`src/rtl/iaf_cfg.svh`:
```
// Purpose: constants for the indirect address and alu flag block
// Assumes: 8-bit data path, 12-bit data address space
// Notes:   register offsets are on the plain register port
`ifndef IAF_CFG_SVH
`define IAF_CFG_SVH

`define IAF_DATA_W      8
`define IAF_ADDR_W      12
`define IAF_REG_AW      4
`define IAF_FLAG_W      5
`define IAF_HI_W        4

// register port offsets
`define IAF_OFS_PTR0L   4'h0
`define IAF_OFS_PTR0H   4'h1
`define IAF_OFS_PTR1L   4'h2
`define IAF_OFS_PTR1H   4'h3
`define IAF_OFS_PTR2L   4'h4
`define IAF_OFS_PTR2H   4'h5
`define IAF_OFS_WORKING_REG    4'h6
`define IAF_OFS_STATUS  4'h7
`define IAF_OFS_MADDRL  4'h8
`define IAF_OFS_MADDRH  4'h9
`define IAF_OFS_ALURES  4'hA

// flag bit positions inside alu_flags
`define IAF_FB_N        4
`define IAF_FB_OV       3
`define IAF_FB_Z        2
`define IAF_FB_DC       1
`define IAF_FB_C        0

// data space locations decoded by the pointer logic
`define IAF_VIRT_LO     12'hFE0
`define IAF_VIRT_HI     12'hFEE
`define IAF_PTRB_LO     12'hFD8
`define IAF_PTRB_HI     12'hFDD

// reset values
`define IAF_PTR_RST     12'h000
`define IAF_WORKING_REG_RST    8'h00
`define IAF_FLAG_RST    5'h00
`define IAF_BYTE_ZERO   8'h00

// pointer steps
`define IAF_STEP_INC    8'h01
`define IAF_STEP_DEC    8'hFF

`endif

```
`src/rtl/iaf_pkg.sv`:
```
// Purpose: types and shared arithmetic of the pointer and flag block
// Assumes: iaf_cfg.svh supplies widths
// Notes:   pointer arithmetic wraps in the 12-bit space
`include "iaf_cfg.svh"
package iaf_pkg;

	typedef enum logic [2:0] {
		IAF_M_PLAIN      = 3'b000,
		IAF_M_DEC_AFTER  = 3'b001,
		IAF_M_INC_AFTER  = 3'b010,
		IAF_M_INC_BEFORE = 3'b011,
		IAF_M_INDEXED    = 3'b100
	} iaf_mode_t;

	typedef enum logic [3:0] {
		IAF_OP_ADD  = 4'b0000,
		IAF_OP_SUB  = 4'b0001,
		IAF_OP_AND  = 4'b0010,
		IAF_OP_OR   = 4'b0011,
		IAF_OP_XOR  = 4'b0100,
		IAF_OP_MOV  = 4'b0101,
		IAF_OP_CLR  = 4'b0110,
		IAF_OP_RRC  = 4'b0111,
		IAF_OP_RLC  = 4'b1000,
		IAF_OP_RRNC = 4'b1001,
		IAF_OP_RLNC = 4'b1010
	} iaf_op_t;

	typedef logic [`IAF_ADDR_W-1:0] iaf_addr_t;
	typedef logic [`IAF_DATA_W-1:0] iaf_byte_t;
	typedef logic [`IAF_FLAG_W-1:0] iaf_flags_t;

	// pointer plus signed byte, full 12-bit carry, wraps
	function automatic iaf_addr_t iaf_ptr_add(input iaf_addr_t p,
		input iaf_byte_t off);
		iaf_addr_t ext;
		ext = {{(`IAF_ADDR_W-`IAF_DATA_W){off[`IAF_DATA_W-1]}}, off};
		return p + ext;
	endfunction : iaf_ptr_add

endpackage : iaf_pkg

```
`src/rtl/iaf_core_if.sv`:
```
// Purpose: links between the top and its pointer and flag units
// Assumes: one clock, signals valid for one cycle
// Notes:   top drives requests, units return state
`timescale 1ns/1ps
`include "iaf_cfg.svh"
interface iaf_core_if;
	import iaf_pkg::*;

	iaf_addr_t  ptr_val [3];
	logic       pw_en;
	logic [2:0] pw_idx;
	iaf_byte_t  pw_data;
	logic       mod_en;
	logic [1:0] mod_sel;
	logic       mod_dec;

	logic       fl_alu_en;
	logic       fl_to_status;
	iaf_flags_t fl_alu;
	iaf_flags_t fl_mask;
	iaf_byte_t  fl_result;
	logic       fl_sw_en;
	iaf_flags_t fl_sw_data;
	logic       fl_z_set;
	iaf_flags_t fl_val;

	modport top (input ptr_val, fl_val, output pw_en, pw_idx, pw_data,
		mod_en, mod_sel, mod_dec, fl_alu_en, fl_to_status, fl_alu,
		fl_mask, fl_result, fl_sw_en, fl_sw_data, fl_z_set);
	modport ptr (output ptr_val, input pw_en, pw_idx, pw_data, mod_en,
		mod_sel, mod_dec);
	modport flg (output fl_val, input fl_alu_en, fl_to_status, fl_alu,
		fl_mask, fl_result, fl_sw_en, fl_sw_data, fl_z_set);
endinterface : iaf_core_if

```
`src/rtl/iaf_core.sv`:
```
// Purpose: indirect address generation and alu flag logic
// Assumes: requests from the execution unit are one-cycle pulses
// Notes:   memory strobes and address come out one cycle later
//
// Local design decisions: the placing of the registers and the address-and-strobe port.
`timescale 1ns/1ps
`include "iaf_cfg.svh"
module iaf_core (
	input  wire logic                 core_clk,      // core clock
	input  wire logic                 rst,           // sync reset, high
	input  wire logic [`IAF_REG_AW-1:0] reg_addr,    // register offset
	input  wire logic [`IAF_DATA_W-1:0] reg_wdata,   // register write data
	input  wire logic                 reg_wr,        // register write strobe
	input  wire logic                 reg_rd,        // register read strobe
	output logic [`IAF_DATA_W-1:0]    reg_rdata,     // read data, next cycle
	input  wire logic                 ind_req,       // indirect access pulse
	input  wire logic [1:0]           ind_sel,       // pointer number
	input  wire iaf_pkg::iaf_mode_t   ind_mode,      // access flavour
	input  wire logic                 ind_wr,        // 1 write, 0 read
	input  wire logic [`IAF_DATA_W-1:0] ind_wdata,   // indirect write data
	output logic [`IAF_ADDR_W-1:0]    mem_addr,      // data memory address
	output logic                      mem_re,        // memory read strobe
	output logic                      mem_we,        // memory write strobe
	output logic [`IAF_DATA_W-1:0]    mem_wdata,     // memory write data
	output logic                      ind_null,      // virtual access seen
	input  wire logic                 alu_go,        // alu op pulse
	input  wire iaf_pkg::iaf_op_t     alu_op,        // alu operation
	input  wire logic [`IAF_DATA_W-1:0] alu_a,       // source operand
	input  wire logic [`IAF_DATA_W-1:0] alu_b,       // second operand
	input  wire logic                 alu_to_status, // result targets status
	output logic [`IAF_DATA_W-1:0]    alu_result,    // registered result
	output logic [`IAF_FLAG_W-1:0]    alu_flags      // live flag register
);
	import iaf_pkg::*;

	// adder returning {carry, digit carry, overflow, sum}
	function automatic logic [10:0] iaf_addc(input iaf_byte_t a,
		input iaf_byte_t b, input logic cin);
		logic [8:0] s;
		logic [4:0] h;
		s = {1'b0, a} + {1'b0, b} + {8'h00, cin};
		h = {1'b0, a[3:0]} + {1'b0, b[3:0]} + {4'h0, cin};
		return {s[8], h[4], (a[7] == b[7]) && (s[7] != a[7]), s[7:0]};
	endfunction : iaf_addc

	// flags that each operation is allowed to change, N OV Z DC C
	function automatic iaf_flags_t iaf_op_mask(input iaf_op_t op);
		case (op)
			IAF_OP_ADD, IAF_OP_SUB:   return 5'h1F;
			IAF_OP_RRC, IAF_OP_RLC:   return 5'h17;
			IAF_OP_RRNC, IAF_OP_RLNC: return 5'h16;
			IAF_OP_CLR:               return 5'h04;
			default:                  return 5'h14;
		endcase
	endfunction : iaf_op_mask

	// true when an address lies inside a decoded window
	function automatic logic iaf_in_range(input iaf_addr_t a,
		input iaf_addr_t lo, input iaf_addr_t hi);
		return (a >= lo) && (a <= hi);
	endfunction : iaf_in_range

	iaf_core_if cif ();

	// pointer steps and byte writes resolve inside the unit
	iaf_ptr_unit u_ptr (
		.core_clk (core_clk),
		.rst      (rst),
		.pif      (cif.ptr)
	);

	// flag unit: alu update beats a software status write
	iaf_flag_unit u_flg (
		.core_clk (core_clk),
		.rst      (rst),
		.fif      (cif.flg)
	);

	// working register and bus read data
	iaf_byte_t working_reg_q;
	iaf_byte_t working_reg_d;
	iaf_byte_t rdata_q;
	iaf_byte_t rdata_d;

	// indirect access state
	iaf_addr_t  base;
	iaf_addr_t  eff;
	logic       is_virt;
	logic       is_ptrb;
	logic [2:0] ptrb_idx;
	// decoded request kinds
	logic       ptrb_wr;
	logic       virt_rd;
	iaf_addr_t  maddr_q;
	iaf_addr_t  maddr_d;
	logic       mre_q;
	logic       mre_d;
	logic       mwe_q;
	logic       mwe_d;
	iaf_byte_t  mwd_q;
	iaf_byte_t  mwd_d;
	logic       null_q;
	logic       null_d;

	// alu state
	iaf_byte_t  res;
	iaf_flags_t fl;
	logic [10:0] sum;
	iaf_byte_t  res_q;
	iaf_byte_t  res_d;
	logic       cin;

	// effective address and pointer side effects
	always_comb begin
		base = cif.ptr_val[ind_sel];
		eff = base;
		// indexed and pre-increment both need the adder
		case (ind_mode)
			IAF_M_INC_BEFORE: eff = iaf_ptr_add(base, `IAF_STEP_INC);
			IAF_M_INDEXED:    eff = iaf_ptr_add(base, working_reg_q);
			default:          eff = base;
		endcase
		is_virt = iaf_in_range(eff, `IAF_VIRT_LO, `IAF_VIRT_HI);
		is_ptrb = iaf_in_range(eff, `IAF_PTRB_LO, `IAF_PTRB_HI);
		ptrb_idx = 3'(eff - `IAF_PTRB_LO);
		ptrb_wr = ind_req && ind_wr && is_ptrb;
		virt_rd = ind_req && !ind_wr && is_virt;
		cif.mod_en = ind_req && (ind_mode == IAF_M_DEC_AFTER
			|| ind_mode == IAF_M_INC_AFTER
			|| ind_mode == IAF_M_INC_BEFORE);
		cif.mod_sel = ind_sel;
		cif.mod_dec = (ind_mode == IAF_M_DEC_AFTER);
		// indirect pointer byte write first, then the register port
		cif.pw_en = 1'b0;
		cif.pw_idx = 3'h0;
		cif.pw_data = ind_wdata;
		if (ptrb_wr) begin
			cif.pw_en = 1'b1;
			cif.pw_idx = ptrb_idx;
		end else if (reg_wr && reg_addr <= `IAF_OFS_PTR2H) begin
			cif.pw_en = 1'b1;
			cif.pw_idx = reg_addr[2:0];
			cif.pw_data = reg_wdata;
		end
		// strobes out of the pointer side reach the flags only through a virtual read, which sets Z
		// a pointer byte write stays inside, memory never sees it
		maddr_d = maddr_q;
		mre_d = 1'b0;
		mwe_d = 1'b0;
		mwd_d = mwd_q;
		null_d = 1'b0;
		if (ind_req) begin
			maddr_d = eff;
			mwd_d = ind_wdata;
			null_d = is_virt;
			mre_d = !ind_wr && !is_virt;
			mwe_d = ind_wr && !is_virt && !is_ptrb;
		end
		cif.fl_z_set = virt_rd;
	end

	// alu result and flags
	always_comb begin
		// rotate through carry uses the carry as it stands now
		cin = cif.fl_val[`IAF_FB_C];
		sum = iaf_addc(alu_a, alu_b, 1'b0);
		res = alu_a;
		fl = 5'h00;
		case (alu_op)
			IAF_OP_ADD: begin
				sum = iaf_addc(alu_a, alu_b, 1'b0);
				res = sum[7:0];
			end
			IAF_OP_SUB: begin
				sum = iaf_addc(alu_a, ~alu_b, 1'b1);
				res = sum[7:0];
			end
			IAF_OP_AND: res = alu_a & alu_b;
			IAF_OP_OR:  res = alu_a | alu_b;
			IAF_OP_XOR: res = alu_a ^ alu_b;
			IAF_OP_CLR: res = `IAF_BYTE_ZERO;
			IAF_OP_RRC: begin
				res = {cin, alu_a[7:1]};
				fl[`IAF_FB_C] = alu_a[0];
				fl[`IAF_FB_DC] = alu_a[4];
			end
			IAF_OP_RLC: begin
				res = {alu_a[6:0], cin};
				fl[`IAF_FB_C] = alu_a[7];
				fl[`IAF_FB_DC] = alu_a[3];
			end
			IAF_OP_RRNC: begin
				res = {alu_a[0], alu_a[7:1]};
				fl[`IAF_FB_DC] = alu_a[4];
			end
			IAF_OP_RLNC: begin
				res = {alu_a[6:0], alu_a[7]};
				fl[`IAF_FB_DC] = alu_a[3];
			end
			default: res = alu_a;
		endcase
		// only add and subtract touch overflow
		if (alu_op == IAF_OP_ADD || alu_op == IAF_OP_SUB) begin
			fl[`IAF_FB_C] = sum[10];
			fl[`IAF_FB_DC] = sum[9];
			fl[`IAF_FB_OV] = sum[8];
		end
		fl[`IAF_FB_N] = res[7];
		fl[`IAF_FB_Z] = (res == `IAF_BYTE_ZERO);
		cif.fl_alu_en = alu_go;
		cif.fl_to_status = alu_to_status;
		cif.fl_alu = fl;
		cif.fl_mask = iaf_op_mask(alu_op);
		cif.fl_result = res;
		cif.fl_sw_en = reg_wr && reg_addr == `IAF_OFS_STATUS;
		cif.fl_sw_data = reg_wdata[`IAF_FLAG_W-1:0];
		res_d = alu_go ? res : res_q;
	end

	// register port
	always_comb begin
		working_reg_d = working_reg_q;
		if (reg_wr && reg_addr == `IAF_OFS_WORKING_REG) begin
			working_reg_d = reg_wdata;
		end
		// unread offsets return zero so software sees no stale byte
		rdata_d = `IAF_BYTE_ZERO;
		if (reg_rd) begin
			case (reg_addr)
				`IAF_OFS_PTR0L, `IAF_OFS_PTR1L, `IAF_OFS_PTR2L: begin
					rdata_d = cif.ptr_val[reg_addr[2:1]][7:0];
				end
				`IAF_OFS_PTR0H, `IAF_OFS_PTR1H, `IAF_OFS_PTR2H: begin
					rdata_d = {4'h0, cif.ptr_val[reg_addr[2:1]][11:8]};
				end
				`IAF_OFS_WORKING_REG:   rdata_d = working_reg_q;
				`IAF_OFS_STATUS: rdata_d = {3'b000, cif.fl_val};
				`IAF_OFS_MADDRL: rdata_d = maddr_q[7:0];
				`IAF_OFS_MADDRH: rdata_d = {4'h0, maddr_q[11:8]};
				`IAF_OFS_ALURES: rdata_d = res_q;
				default:         rdata_d = `IAF_BYTE_ZERO;
			endcase
		end
	end

	always_ff @(posedge core_clk) begin
		if (rst) begin
			working_reg_q  <= `IAF_WORKING_REG_RST;
			rdata_q <= `IAF_BYTE_ZERO;
			maddr_q <= `IAF_PTR_RST;
			mre_q   <= 1'b0;
			mwe_q   <= 1'b0;
			mwd_q   <= `IAF_BYTE_ZERO;
			null_q  <= 1'b0;
			res_q   <= `IAF_BYTE_ZERO;
		end else begin
			working_reg_q  <= working_reg_d;
			rdata_q <= rdata_d;
			maddr_q <= maddr_d;
			mre_q   <= mre_d;
			mwe_q   <= mwe_d;
			mwd_q   <= mwd_d;
			null_q  <= null_d;
			res_q   <= res_d;
		end
	end

	// outputs straight from flip-flops
	assign reg_rdata  = rdata_q;
	assign mem_addr   = maddr_q;
	assign mem_re     = mre_q;
	assign mem_we     = mwe_q;
	assign mem_wdata  = mwd_q;
	assign ind_null   = null_q;
	assign alu_result = res_q;
	assign alu_flags  = cif.fl_val;
endmodule : iaf_core

```
`src/rtl/iaf_ptr_unit.sv`:
```
// Purpose: three 12-bit pointer registers with auto step
// Assumes: byte write and step requests come from the top
// Notes:   a byte write to a pointer cancels its step
`timescale 1ns/1ps
`include "iaf_cfg.svh"
module iaf_ptr_unit (
	input wire logic core_clk, // core clock
	input wire logic rst,      // sync reset, high
	iaf_core_if.ptr  pif       // pointer link
);
	import iaf_pkg::*;

	iaf_addr_t ptr_q [3];
	iaf_addr_t ptr_d [3];
	logic      step_ok;

	always_comb begin
		ptr_d = ptr_q;
		step_ok = !(pif.pw_en && pif.pw_idx[2:1] == pif.mod_sel);
		if (pif.mod_en && step_ok) begin
			ptr_d[pif.mod_sel] = iaf_ptr_add(ptr_q[pif.mod_sel],
				pif.mod_dec ? `IAF_STEP_DEC : `IAF_STEP_INC);
		end
		if (pif.pw_en) begin
			if (pif.pw_idx[0]) begin
				ptr_d[pif.pw_idx[2:1]][`IAF_ADDR_W-1:`IAF_DATA_W] =
					pif.pw_data[`IAF_HI_W-1:0];
			end else begin
				ptr_d[pif.pw_idx[2:1]][`IAF_DATA_W-1:0] = pif.pw_data;
			end
		end
	end

	always_ff @(posedge core_clk) begin
		if (rst) begin
			ptr_q[0] <= `IAF_PTR_RST;
			ptr_q[1] <= `IAF_PTR_RST;
			ptr_q[2] <= `IAF_PTR_RST;
		end else begin
			ptr_q <= ptr_d;
		end
	end

	assign pif.ptr_val = ptr_q;
endmodule : iaf_ptr_unit

```
`src/rtl/iaf_flag_unit.sv`:
```
// Purpose: five-bit alu flag register with write masking
// Assumes: alu flags and mask are computed by the top
// Notes:   an alu update wins over a software write
`timescale 1ns/1ps
`include "iaf_cfg.svh"
module iaf_flag_unit (
	input wire logic core_clk, // core clock
	input wire logic rst,      // sync reset, high
	iaf_core_if.flg  fif       // flag link
);
	import iaf_pkg::*;

	iaf_flags_t flags_q;
	iaf_flags_t flags_d;

	always_comb begin
		flags_d = flags_q;
		if (fif.fl_alu_en && fif.fl_to_status) begin
			// affected bits ignore the written value
			flags_d = (fif.fl_result[`IAF_FLAG_W-1:0] & ~fif.fl_mask)
				| (fif.fl_alu & fif.fl_mask);
		end else if (fif.fl_alu_en) begin
			flags_d = (flags_q & ~fif.fl_mask) | (fif.fl_alu & fif.fl_mask);
		end else if (fif.fl_sw_en) begin
			flags_d = fif.fl_sw_data;
		end
		if (fif.fl_z_set) begin
			flags_d[`IAF_FB_Z] = 1'b1;
		end
	end

	always_ff @(posedge core_clk) begin
		if (rst) begin
			flags_q <= `IAF_FLAG_RST;
		end else begin
			flags_q <= flags_d;
		end
	end

	assign fif.fl_val = flags_q;
endmodule : iaf_flag_unit

```
`config.mk`:
```
export PLATFORM = sky130hd
export DESIGN_NAME = iaf_core
export DESIGN_NICKNAME = d
export VERILOG_FILES = /design/src/rtl/iaf_pkg.sv /design/src/rtl/iaf_core_if.sv /design/src/rtl/iaf_core.sv /design/src/rtl/iaf_ptr_unit.sv /design/src/rtl/iaf_flag_unit.sv
export VERILOG_INCLUDE_DIRS = /design/src /design/src/rtl
export SDC_FILE = /design/constraint.sdc
export NUM_CORES = 1
export LEC_CHECK = 0
export BUFFER_PORTS_ARGS = -buffer_cell sky130_fd_sc_hd__buf_2
export CORE_AREA = 2 2 151 153
export CTS_CLUSTER_DIAMETER = 40
export CTS_CLUSTER_SIZE = 40
export DETAILED_ROUTE_END_ITERATION = 8
export DIE_AREA = 0 0 153 155
export GPL_ROUTABILITY_DRIVEN = 0
export HOLD_SLACK_MARGIN = 0.05
export PLACE_DENSITY = 0.62
export SLEW_MARGIN = 0
export SYNTH_ARGS = -nofsm -noshare
export SYNTH_HDL_FRONTEND = slang
export SYNTH_SLANG_ARGS = --single-unit
```
`constraint.sdc`:
```
create_clock -name core_clk -period 11.3 [get_ports core_clk]
set_input_delay 0.565 -clock core_clk [delete_from_list [all_inputs] [get_ports core_clk]]
set_output_delay 0.565 -clock core_clk [all_outputs]
set_load 0.01 [all_outputs]
```
==> results of run 1 <==
[kinds of logic after synthesis]
kind of cell | count (synthesis)
buf+inv | 100
simple gates | 329
fa+ha+maj | 46
compound gates | 256
mux | 101
flops | 88
xor+xnor | 30
[routing by layer]
layer | share of wire (%) | up-vias | routed length, um | track usage (%)
met2 | 45 | 314 | 11200 | 31.9
met3 | 7.3 | 32 | 1820 | 3.15
met4 | 2.1 | 0 | 524 | 5.64
met5 | 0 | - | 0 | 0
li1 | - | 3604 | - | -
met1 | 46 | 3504 | 11400 | 29.4
[where the power goes]
| group | internal (uW) | switching [uW] |
|---|---|---|
| registers | 322 | 12.0 |
| logic | 70.6 | 117 |
| clock network | 158 | 154 |
[worst register-to-register path, cell delays in order, from the launching register on]
cell and delay, ns:
sky130_fd_sc_hd__dfxtp_1 0.36, sky130_fd_sc_hd__mux2i_1 0.16, sky130_fd_sc_hd__o2bb2ai_1 0.14, sky130_fd_sc_hd__ha_1 0.25
sky130_fd_sc_hd__fa_1 0.43, sky130_fd_sc_hd__a21o_1 0.24, sky130_fd_sc_hd__a32oi_1 0.19, sky130_fd_sc_hd__o21ai_1 0.17
sky130_fd_sc_hd__or4_1 0.51, sky130_fd_sc_hd__nand3_1 0.10, sky130_fd_sc_hd__xor2_1 0.30, sky130_fd_sc_hd__nand4b_4 0.22
sky130_fd_sc_hd__or2_1 0.48, sky130_fd_sc_hd__mux2i_1 0.80, sky130_fd_sc_hd__o21ai_1 0.28, sky130_fd_sc_hd__o311ai_1 0.30
[cells in the final DEF (no fill, tap or decap), types with 7 or more instances in the layout]
cell / Yosys / layout
sky130_fd_sc_hd__a21o_1: 19 / 19
sky130_fd_sc_hd__nor2_1: 102 / 102
sky130_fd_sc_hd__nand3_1: 27 / 27
sky130_fd_sc_hd__a22oi_1: 10 / 10
sky130_fd_sc_hd__a21oi_1: 51 / 51
sky130_fd_sc_hd__mux2i_1: 86 / 86
sky130_fd_sc_hd__nor3_1: 28 / 28
sky130_fd_sc_hd__nand2_1: 72 / 72
sky130_fd_sc_hd__nand3b_1: 7 / 7
sky130_fd_sc_hd__dfxtp_1: 88 / 88
sky130_fd_sc_hd__a211oi_1: 41 / 41
sky130_fd_sc_hd__a31oi_1: 8 / 8
sky130_fd_sc_hd__o22ai_1: 12 / 12
sky130_fd_sc_hd__clkbuf_16: 0 / 9
sky130_fd_sc_hd__buf_2: 9 / 96
sky130_fd_sc_hd__inv_1: 43 / 43
sky130_fd_sc_hd__xnor2_1: 22 / 22
sky130_fd_sc_hd__o21ai_0: 26 / 26
sky130_fd_sc_hd__mux2_2: 14 / 14
sky130_fd_sc_hd__xor2_1: 8 / 8
sky130_fd_sc_hd__nor2b_1: 13 / 13
sky130_fd_sc_hd__ha_1: 41 / 41
sky130_fd_sc_hd__nand2b_1: 23 / 23
sky130_fd_sc_hd__and2_1: 12 / 12
sky130_fd_sc_hd__or3b_2: 7 / 7
[per-stage QoR]
stage	utilization, %	power, uW	instances	hold slack, ns
2_1_floorplan	-	464	950	0.444
3_5_place_dp	37.1	525	1281	0.479
4_1_cts	38.5	835	1297	0.439
3_3_place_gp	37.1	524	1281	0.473
5_1_grt	38.5	866	1297	0.445
6_report	38.5	833	1297	0.447
[synthesized netlist by cell type (22+ instances only)]
| cell type | number |
|---|---|
| sky130_fd_sc_hd__a211oi_1 | 41 |
| sky130_fd_sc_hd__a21oi_1 | 51 |
| sky130_fd_sc_hd__clkbuf_1 | 39 |
| sky130_fd_sc_hd__dfxtp_1 | 88 |
| sky130_fd_sc_hd__ha_1 | 41 |
| sky130_fd_sc_hd__inv_1 | 43 |
| sky130_fd_sc_hd__mux2i_1 | 86 |
| sky130_fd_sc_hd__nand2_1 | 72 |
| sky130_fd_sc_hd__nand2b_1 | 23 |
| sky130_fd_sc_hd__nand3_1 | 27 |
| sky130_fd_sc_hd__nor2_1 | 102 |
| sky130_fd_sc_hd__nor3_1 | 28 |
| sky130_fd_sc_hd__o21ai_0 | 26 |
| sky130_fd_sc_hd__xnor2_1 | 22 |
[worst max path at each step]
| stage | startpoint | end | slack (ns) |
|---|---|---|---|
| floorplan | ind_sel[0] | u_ptr.pif.ptr_val[19] | 6.57 |
| CTS | ind_sel[1] | u_ptr.pif.ptr_val[5] | 5.86 |
| global route | ind_sel[1] | u_ptr.pif.ptr_val[6] | 5.26 |
| global placement | ind_sel[0] | u_ptr.pif.ptr_val[6] | 5.62 |
| detailed placement | ind_sel[1] | u_ptr.pif.ptr_val[5] | 5.50 |
| finish | ind_sel[1] | u_ptr.pif.ptr_val[5] | 5.80 |
[registers in the layout (all words and copies together) (netlist names), named ones only]
name	flops
alu_result	8
ind_null	1
mem_addr	12
mem_re	1
mem_wdata	8
mem_we	1
reg_rdata	8
u_flg.fif.fl_val	1
u_ptr.pif.ptr_val	36
working_reg_q	8
[area by class of cell]
class	instances	share of cell area, %
inverters	45	1.97
well taps	285	4.17
clock buffers	9	2.63
clock inverters	7	0.892
repair buffers	101	6.05
flip-flops and latches	88	20.6
multi-input cells	762	63.7
==> impl_metrics.json, run 1 <==
{
  "synth.yosys.warnings": 0,
  "insertion_delay_ns": 0.37,
  "setup_viol": 0,
  "post_place_setup_slack_ns": 5.50,
  "postSynthRegisterBits": 88,
  "finalMaxSlewViolations": 0,
  "synth_top_flop_cell": "sky130_fd_sc_hd__dfxtp_1",
  "first_global_vias": 6740,
  "std_cell_rows": 55,
  "synth_enable_flop_cells": 0,
  "timing_hold_violations_final": 0,
  "max-clock-path-buffers": 2,
  "synth_top_family_by_area": "compound AO/OA/AOI/OAI gates",
  "drc": 0,
  "synth.largest_area_cell": "sky130_fd_sc_hd__dfxtp_1",
  "critical_path_required_ns": 11.57,
  "drtIter0Drc": 673,
  "grt_max_degree": 96,
  "avgSynthCellArea_um2": 8.02,
  "synth.top_cell.area_share_pct": 23.1,
  "num_vias": 7454,
  "path_buf_inv": 1,
  "start_util_pct": 34.3,
  "final_min_period_over_clock_period_pct": 48.6,
  "post-cts-setup-buffer-count": 0,
  "ctsRootBufferMaster": "sky130_fd_sc_hd__clkbuf_16",
  "cts.sink_count": 88,
  "synth.top_cells.by_area": "sky130_fd_sc_hd__dfxtp_1 (23%), sky130_fd_sc_hd__mux2i_1 (11%), sky130_fd_sc_hd__ha_1 (6.7%), sky130_fd_sc_hd__nor2_1 (5.0%), sky130_fd_sc_hd__a211oi_1 (4.0%)",
  "synth.distinct_cells": 88,
  "worst_r2r_endpoint": "u_ptr.pif.ptr_val[5]",
  "cts.htree.levels": 3,
  "clkTransAtPathRegs_ns": 0.08,
  "setup.worst_path.class": "input port to register",
  "count_of_antenna_diodes_in_the_layout": 0,
  "floorplan.die_area_um2": 23700,
  "ys_async_sr_fraction_pct": 0,
  "clock-skew-final_ns": 0.0139,
  "io_buffer_count": 96,
  "power.static_leakage_uw": 0.00353,
  "placeableCoreArea_um2": 22200,
  "area_used_by_sequential_logic_in_the_layout_um2": 1760,
  "worstSetupEndpointType": "register",
  "synthesized_netlist_net_count": 1048,
  "post_drt_via_cell_ratio": 5.75,
  "period_needed_ns": 5.50,
  "post_synthesis_compound_gate_area_fraction_pct": 24.4,
  "normalized_max_slew_margin_pct": 35.4,
  "crit_path_start_kind": "input port",
  "wire_length_of_the_first_global_routing_pass_um": 38600,
  "layout-drive-gt1-share_pct": 16.2,
  "crit_path_leading_delay_family": "simple AND/OR/NAND/NOR gates",
  "antenna_found_initial": 0,
  "max_freq_ghz": 0.182,
  "route.final.wire_length_um": 24900,
  "worstHoldPathType": "input port to register",
  "postLayoutCellArea_um2": 8560,
  "critical_path.slowest_cell": "sky130_fd_sc_hd__mux2i_1",
  "pin_count": 97,
  "power-per-cell-area_nw_per_um2": 97.4,
  "fp.dieW_um": 153,
  "cp_slowest_stage_delay_ns": 0.80,
  "cp_cell_sequence": "buf_2 -> nor2b_1 -> nand2_1 -> o21ai_0 -> ha_1 -> and2_1 -> a32oi_1 -> o21ai_1 -> or4_1 -> nand3_1 -> xor2_1 -> nand4b_4 -> or2_1 -> mux2i_1 -> o21ai_1 -> o311ai_1",
  "numCtsBuffers": 9,
  "worst_hold_path.endpoint": "mem_re",
  "dp.final_hpwl_um": 19300,
  "post_synth_and_or_nand_nor_area_fraction_pct": 22.2,
  "timing.reg2reg.worst_path_depth": 15,
  "vdd_ir_drop_max_mv": 0.0595,
  "grtUsageTotal_pct": 20.5,
  "post_synth_xor_area_fraction_pct": 3.45,
  "count_of_instances_resized_after_the_clock_tree_is_built": 0,
  "unrepaired_setup_endpoints_after_global_routing": "no",
  "grt_overflow_total": 0,
  "post_synth_design_cell_area_um2": 7620,
  "fin_nets": 1105,
  "final.setup.tns_ns": 0,
  "status": "finished clean",
  "fill_cells": 2319,
  "slew_worst_pin_ns": 0.942,
  "post_synth_fa_ha_maj_area_fraction_pct": 7.92,
  "data_arrival_time_of_the_critical_path_ns": 5.77,
  "crit-reg2reg-launch": "u_ptr.pif.ptr_val[12]",
  "syn_to_final_growth_pct": 12.3,
  "worst_path_most_repeated_cell": "sky130_fd_sc_hd__o21ai_1",
  "total_area_of_multi_input_combinational_cells_um2": 5450,
  "r2r_slack_ns": 6.30,
  "post-route-worst-setup-slack_ns": 5.80,
  "clock_tree_from_tritoncts": "done",
  "postSynthCellCount": 950,
  "count_of_nets_left_with_antenna_violations_after_detail_routing": 0,
  "post_cts_hold_buffer_count": 0,
  "drtPass1Iterations": 5,
  "worst-path-stages": 16,
  "place_area_um2": 8250,
  "worst_hold_startpoint": "ind_wr",
  "synth.mux.area_fraction_pct": 13.6,
  "routedWlPerCell_um": 19.2,
  "share_of_the_yosys_chip_area_belonging_to_registers_pct": 23.1,
  "die_height_um": 155,
  "crit_path_max_fanout": 18,
  "drv.max_cap_violation_count": 0,
  "hold-path-cell-count": 2
}
Note: power is estimated with default switching activity, not from simulation.
==> run 2: changes to the inputs <==
--- a/config.mk
+++ b/config.mk
@@ -14,7 +14,7 @@
 export DIE_AREA = 0 0 153 155
 export GPL_ROUTABILITY_DRIVEN = 0
 export HOLD_SLACK_MARGIN = 0.05
-export PLACE_DENSITY = 0.62
+export PLACE_DENSITY = 0.64
 export SLEW_MARGIN = 0
 export SYNTH_ARGS = -nofsm -noshare
 export SYNTH_HDL_FRONTEND = slang
==> constraint.sdc (replaced) <==
create_clock -name core_clk -period 4.7 [get_ports core_clk]
set_input_delay 0.235 -clock core_clk [delete_from_list [all_inputs] [get_ports core_clk]]
set_output_delay 0.235 -clock core_clk [all_outputs]
set_load 0.01 [all_outputs]
==> impl_metrics.json, run 2 (synthesized netlist as in run 1, its figures left out) <==
{
  "status": "finished clean",
  "crit_path_leading_delay_family": "compound AO/OA/AOI/OAI gates",
  "cts.sink_count": 88,
  "clock-skew-final_ns": 0.00775,
  "io_buffer_count": 96,
  "die_height_um": 155,
  "timing_hold_violations_final": 0,
  "layout-drive-gt1-share_pct": 18.4,
  "fill_cells": 2322,
  "totalPowerFinal_uw": 2020,
  "cts.htree.levels": 3,
  "grtUsageTotal_pct": 20.9,
  "most-common-layout-cells": "sky130_fd_sc_hd__nor2_1 (102), sky130_fd_sc_hd__buf_2 (96), sky130_fd_sc_hd__dfxtp_1 (88), sky130_fd_sc_hd__mux2i_1 (84), sky130_fd_sc_hd__nand2_1 (72)",
  "num_vias": 7551,
  "numCtsBuffers": 9,
  "fp.dieW_um": 153,
  "post-route-worst-setup-slack_ns": 0.196,
  "critical_path.slowest_cell": "sky130_fd_sc_hd__o21ai_0",
  "final_min_period_over_clock_period_pct": 95.8,
  "layout.cells.most_common": "sky130_fd_sc_hd__nor2_1",
  "cp_cell_sequence": "mux2i_1 -> o21ai_0 -> ha_1 -> a21o_1 -> a211oi_1 -> o32ai_2 -> xnor2_1 -> a2111oi_4 -> nand4_1 -> a21o_1 -> or2_2 -> a211oi_4 -> buf_4 -> mux2i_1 -> a211oi_1",
  "start_util_pct": 34.3,
  "post_place_setup_slack_ns": -0.0357,
  "max-clock-path-buffers": 2,
  "max_freq_ghz": 0.222,
  "ctsRootBufferMaster": "sky130_fd_sc_hd__clkbuf_16",
  "worstSetupEndpointType": "register",
  "vdd_ir_drop_max_mv": 0.160,
  "syn_to_final_growth_pct": 15.0,
  "final.setup.tns_ns": 0,
  "drtPass1Iterations": 7,
  "critical_path_required_ns": 4.89,
  "grt_overflow_total": 0,
  "largest_reg_flops": 36,
  "routedWlPerCell_um": 19.3,
  "clock_tree_from_tritoncts": "done",
  "setup.worst_path.class": "register to register",
  "power.static_leakage_uw": 0.00363,
  "fin_nets": 1127,
  "dp.final_hpwl_um": 19800,
  "placeableCoreArea_um2": 22200,
  "path_buf_inv": 1,
  "drv.max_cap_violation_count": 0,
  "insertion_delay_ns": 0.35,
  "drtIter0Drc": 908,
  "finalMaxSlewViolations": 0,
  "crit_path_max_fanout": 13,
  "first_global_vias": 6942,
  "post_drt_via_cell_ratio": 5.72,
  "final_core_area_utilization_pct": 39.4,
  "std_cell_rows": 55,
  "wire_length_of_the_first_global_routing_pass_um": 39600,
  "count_of_nets_left_with_antenna_violations_after_detail_routing": 0,
  "period_needed_ns": 4.50,
  "clkTransAtPathRegs_ns": 0.07,
  "antenna_found_initial": 0,
  "floorplan.die_area_um2": 23700,
  "route.final.wire_length_um": 25400,
  "cp_slowest_stage_delay_ns": 0.52,
  "grt_max_degree": 57,
  "whs_ns": 0.140,
  "unrepaired_setup_endpoints_after_global_routing": "no",
  "slew_worst_pin_ns": 0.994,
  "count_of_antenna_diodes_in_the_layout": 0,
  "data_arrival_time_of_the_critical_path_ns": 4.69,
  "worstHoldPathType": "input port to register",
  "post_cts_hold_buffer_count": 0,
  "crit_path_start_kind": "register",
  "normalized_max_slew_margin_pct": 33.8,
  "drc": 0,
  "power-per-cell-area_nw_per_um2": 230,
  "setup_viol": 0,
  "pin_count": 97
}
-- run 2: changes by cell type in the layout (fill, tap and decap cells not counted), sizes merged --
cell	before	now
clkinvlp	0	1
inv	51	45
bufinv	0	1
clkbuf	9	10
buf	101	123
clkinv	1	4
-- run 2: tightest hold or removal path, delay by kind of cell --
family / cells / cell delay, ns
AO/OA/AOI/OAI: 1 / 0.05
buffers and inverters: 1 / 0.11
AND/OR/NAND/NOR: 1 / 0.06
-- run 2: layer usage --
metal  vias to the layer above  track usage [%]  routed length, um
li1                       3633                -                  -
met5                         -                0                  0
met1                      3572             29.3              11400
met4                         0             7.19                760
met2                       309             32.2              11100
met3                        37             3.84               2100
-- run 2: worst paths after layout --
path / startpoint / endpoint / slack (ns) / cells after the start
max: u_ptr.pif.ptr_val[13] / u_ptr.pif.ptr_val[28] / 0.20 / 15
min: reg_wdata[6] / working_reg_q[6] / 0.14 / 3
max reg2reg: u_ptr.pif.ptr_val[13] / u_ptr.pif.ptr_val[28] / 0.20 / 15
min reg2reg: mem_wdata[1] / mem_wdata[1] / 0.50 / 2
-- run 2: cell type report --
cell class	count	area [um^2]	share of cell area [%]
Clock buffer	10	239	2.73
Clock inverter	6	68.8	0.785
Inverter	45	169	1.93
Multi-Input combinational cell	762	5470	62.4
Sequential cell	88	1760	20.1
Tap cell	285	357	4.07
Timing Repair Buffer	123	696	7.94
-- run 2: repair_timing --
action                                 CTS  global route
gates resized for setup                  0             5
setup endpoints to repair                0            27
setup buffers                            0             0
endpoints found under the hold margin    0             0
-- run 2: stage by stage --
step | cells | instance area, um^2
floorplan | 950 | 7620
global placement | 1303 | 8430
detailed placement | 1303 | 8430
CTS | 1319 | 8740
global route | 1319 | 8760
finish | 1319 | 8760
-- run 2: where the power goes --
| part | switching, uW | leakage (uW) | internal (uW) |
|---|---|---|---|
| combinational | 285 | 0.00277 | 177 |
| clock | 325 | 0.000149 | 429 |
| sequential | 28.3 | 0.000717 | 774 |
==> run 3: changes to the inputs <==
==> constraint.sdc (replaced) <==
create_clock -name core_clk -period 3.7 [get_ports core_clk]
set_input_delay 0.185 -clock core_clk [delete_from_list [all_inputs] [get_ports core_clk]]
set_output_delay 0.185 -clock core_clk [all_outputs]
set_load 0.01 [all_outputs]
==> impl_metrics.json, run 3 (synthesized netlist as in run 1, its figures left out) <==
{
  "status": "complete, but fails checks",
  "failed_checks": "negative setup slack",
  "grt_max_degree": 47,
  "post-route-worst-setup-slack_ns": -0.398,
  "finalMaxSlewViolations": 0,
  "final_min_period_over_clock_period_pct": 111,
  "num_vias": 8077,
  "worst_hold_startpoint": "ind_wr",
  "worstHoldPathType": "input port to register",
  "clock-skew-final_ns": 0.0119,
  "r2r_slack_ns": -0.40,
  "drc": 0,
  "crit_path_max_fanout": 11,
  "max_freq_ghz": 0.244,
  "fp.dieW_um": 153,
  "count_of_antenna_diodes_in_the_layout": 0,
  "syn_to_final_growth_pct": 29.9,
  "layout.cells.most_common": "sky130_fd_sc_hd__buf_4",
  "startpoint": "u_ptr.pif.ptr_val[12]",
  "post_drt_via_cell_ratio": 5.66,
  "power.static_leakage_uw": 0.00431,
  "dp.final_hpwl_um": 21200,
  "crit-reg2reg-launch": "u_ptr.pif.ptr_val[12]",
  "worst_hold_path.endpoint": "mem_re",
  "timing_hold_violations_final": 0,
  "crit_path_start_kind": "register",
  "count_of_nets_left_with_antenna_violations_after_detail_routing": 0,
  "setup.worst_path.class": "register to register",
  "normalized_max_slew_margin_pct": 38.0,
  "io_buffer_count": 96,
  "largest_reg_flops": 36,
  "clock_tree_from_tritoncts": "done",
  "pin_count": 97,
  "unrepaired_setup_endpoints_after_global_routing": "yes",
  "die_height_um": 155,
  "worst_r2r_endpoint": "u_ptr.pif.ptr_val[22]",
  "data_arrival_time_of_the_critical_path_ns": 4.31,
  "placeableCoreArea_um2": 22200,
  "instances_no_fill": 1428,
  "routedWlPerCell_um": 19.2,
  "grtUsageTotal_pct": 22.7,
  "worstSetupEndpointType": "register",
  "insertion_delay_ns": 0.36,
  "setup_viol": 36,
  "place_inst": 1395,
  "ctsRootBufferMaster": "sky130_fd_sc_hd__clkbuf_16",
  "drtPass1Iterations": 5,
  "power-per-cell-area_nw_per_um2": 268,
  "route.final.wire_length_um": 27500,
  "fin_nets": 1236,
  "vdd_ir_drop_max_mv": 0.196,
  "clkTransAtPathRegs_ns": 0.08,
  "hold-path-cell-count": 2,
  "critical_path_required_ns": 3.91,
  "max-clock-path-buffers": 2,
  "layout-drive-gt1-share_pct": 29.6,
  "first_global_vias": 7824,
  "numCtsBuffers": 9,
  "std_cell_rows": 55,
  "period_needed_ns": 4.10,
  "drtIter0Drc": 735,
  "drv.max_cap_violation_count": 0,
  "most-common-layout-cells": "sky130_fd_sc_hd__buf_4 (125), sky130_fd_sc_hd__nor2_1 (96), sky130_fd_sc_hd__buf_2 (96), sky130_fd_sc_hd__dfxtp_1 (85), sky130_fd_sc_hd__mux2i_1 (84)",
  "grt_overflow_total": 0,
  "wire_length_of_the_first_global_routing_pass_um": 43000,
  "post_place_setup_slack_ns": -0.623,
  "cts.sink_count": 88,
  "timing.reg2reg.worst_path_depth": 17,
  "slew_worst_pin_ns": 0.930,
  "post_cts_hold_buffer_count": 0,
  "floorplan.die_area_um2": 23700,
  "cts.htree.levels": 3,
  "start_util_pct": 34.3,
  "antenna_found_initial": 0
}
==> run 3: per-stage QoR <==
stage	instance area [um^2]	setup TNS [ns]	hold slack, ns	util (%)	power, uW
after CTS	9780	-9.59	0.0621	44.0	2650
after detailed placement	9210	-20.77	0.440	41.5	1660
final	9900	-11.50	0.0776	44.5	2650
after global placement	9210	-16.91	0.433	41.5	1660
after floorplan	7730	-6.24	0.262	-	1430
after global routing	9900	-16.51	0.0676	44.5	2750
==> run 3: how the worst max path moves through the flow <==
stage                     cells past startpoint  slack [ns]               endpoint
after floorplan                              19       -0.27  u_ptr.pif.ptr_val[35]
after global placement                       16       -0.53   u_ptr.pif.ptr_val[6]
after detailed placement                     15       -0.62   u_ptr.pif.ptr_val[7]
after CTS                                    16       -0.34  u_ptr.pif.ptr_val[33]
after global routing                         17       -0.53  u_ptr.pif.ptr_val[22]
final                                        17       -0.40  u_ptr.pif.ptr_val[22]
==> run 3: layer usage <==
layer  global-route usage [%]  vias to the layer above  wire length, um
met4                     7.14                        0              749
met2                     36.9                      320            12500
met1                     31.6                     3844            12200
met3                     2.67                       40             1990
met5                        0                        -                0
li1                         -                     3873                -
==> run 3: power breakdown <==
| part | leakage, uW | internal (uW) | switching [uW] | total, uW |
|---|---|---|---|---|
| registers | 0.000718 | 983 | 35.8 | 1020 |
| clock network | 0.000150 | 487 | 484 | 972 |
| logic | 0.00344 | 271 | 387 | 658 |
==> run 3: critical path, stage by stage (launching register included) <==
cell	delay, ns
sky130_fd_sc_hd__dfxtp_2	0.35
sky130_fd_sc_hd__mux2i_1	0.19
sky130_fd_sc_hd__o2bb2ai_2	0.09
sky130_fd_sc_hd__ha_2	0.20
sky130_fd_sc_hd__fa_2	0.36
sky130_fd_sc_hd__a21o_1	0.21
sky130_fd_sc_hd__maj3_2	0.35
sky130_fd_sc_hd__xnor2_2	0.17
sky130_fd_sc_hd__a2111oi_4	0.32
sky130_fd_sc_hd__nand4_1	0.17
sky130_fd_sc_hd__buf_4	0.17
sky130_fd_sc_hd__a21o_1	0.19
sky130_fd_sc_hd__or2_4	0.28
sky130_fd_sc_hd__buf_4	0.15
sky130_fd_sc_hd__a211oi_4	0.23
sky130_fd_sc_hd__buf_12	0.19
sky130_fd_sc_hd__mux2i_1	0.23
sky130_fd_sc_hd__a211oi_1	0.10
==> run 3: area by class of cell <==
cell class              count  area, um^2
multi-input cells         763        5730
repair buffers            231        1570
clock inverters             7        81.3
inverters                  45         169
fillers                  2231       12300
well taps                 285         357
flip-flops and latches     88        1770
clock buffers               9         225
==> run 3: timing repair <==
| item | CTS | global route |
|---|---|---|
| pin swaps | 13 | 5 |
| setup endpoints to repair | 38 | 39 |
| gates resized for setup | 34 | 19 |
| buffers inserted | 11 | 3 |
| gates cloned | 3 | 0 |
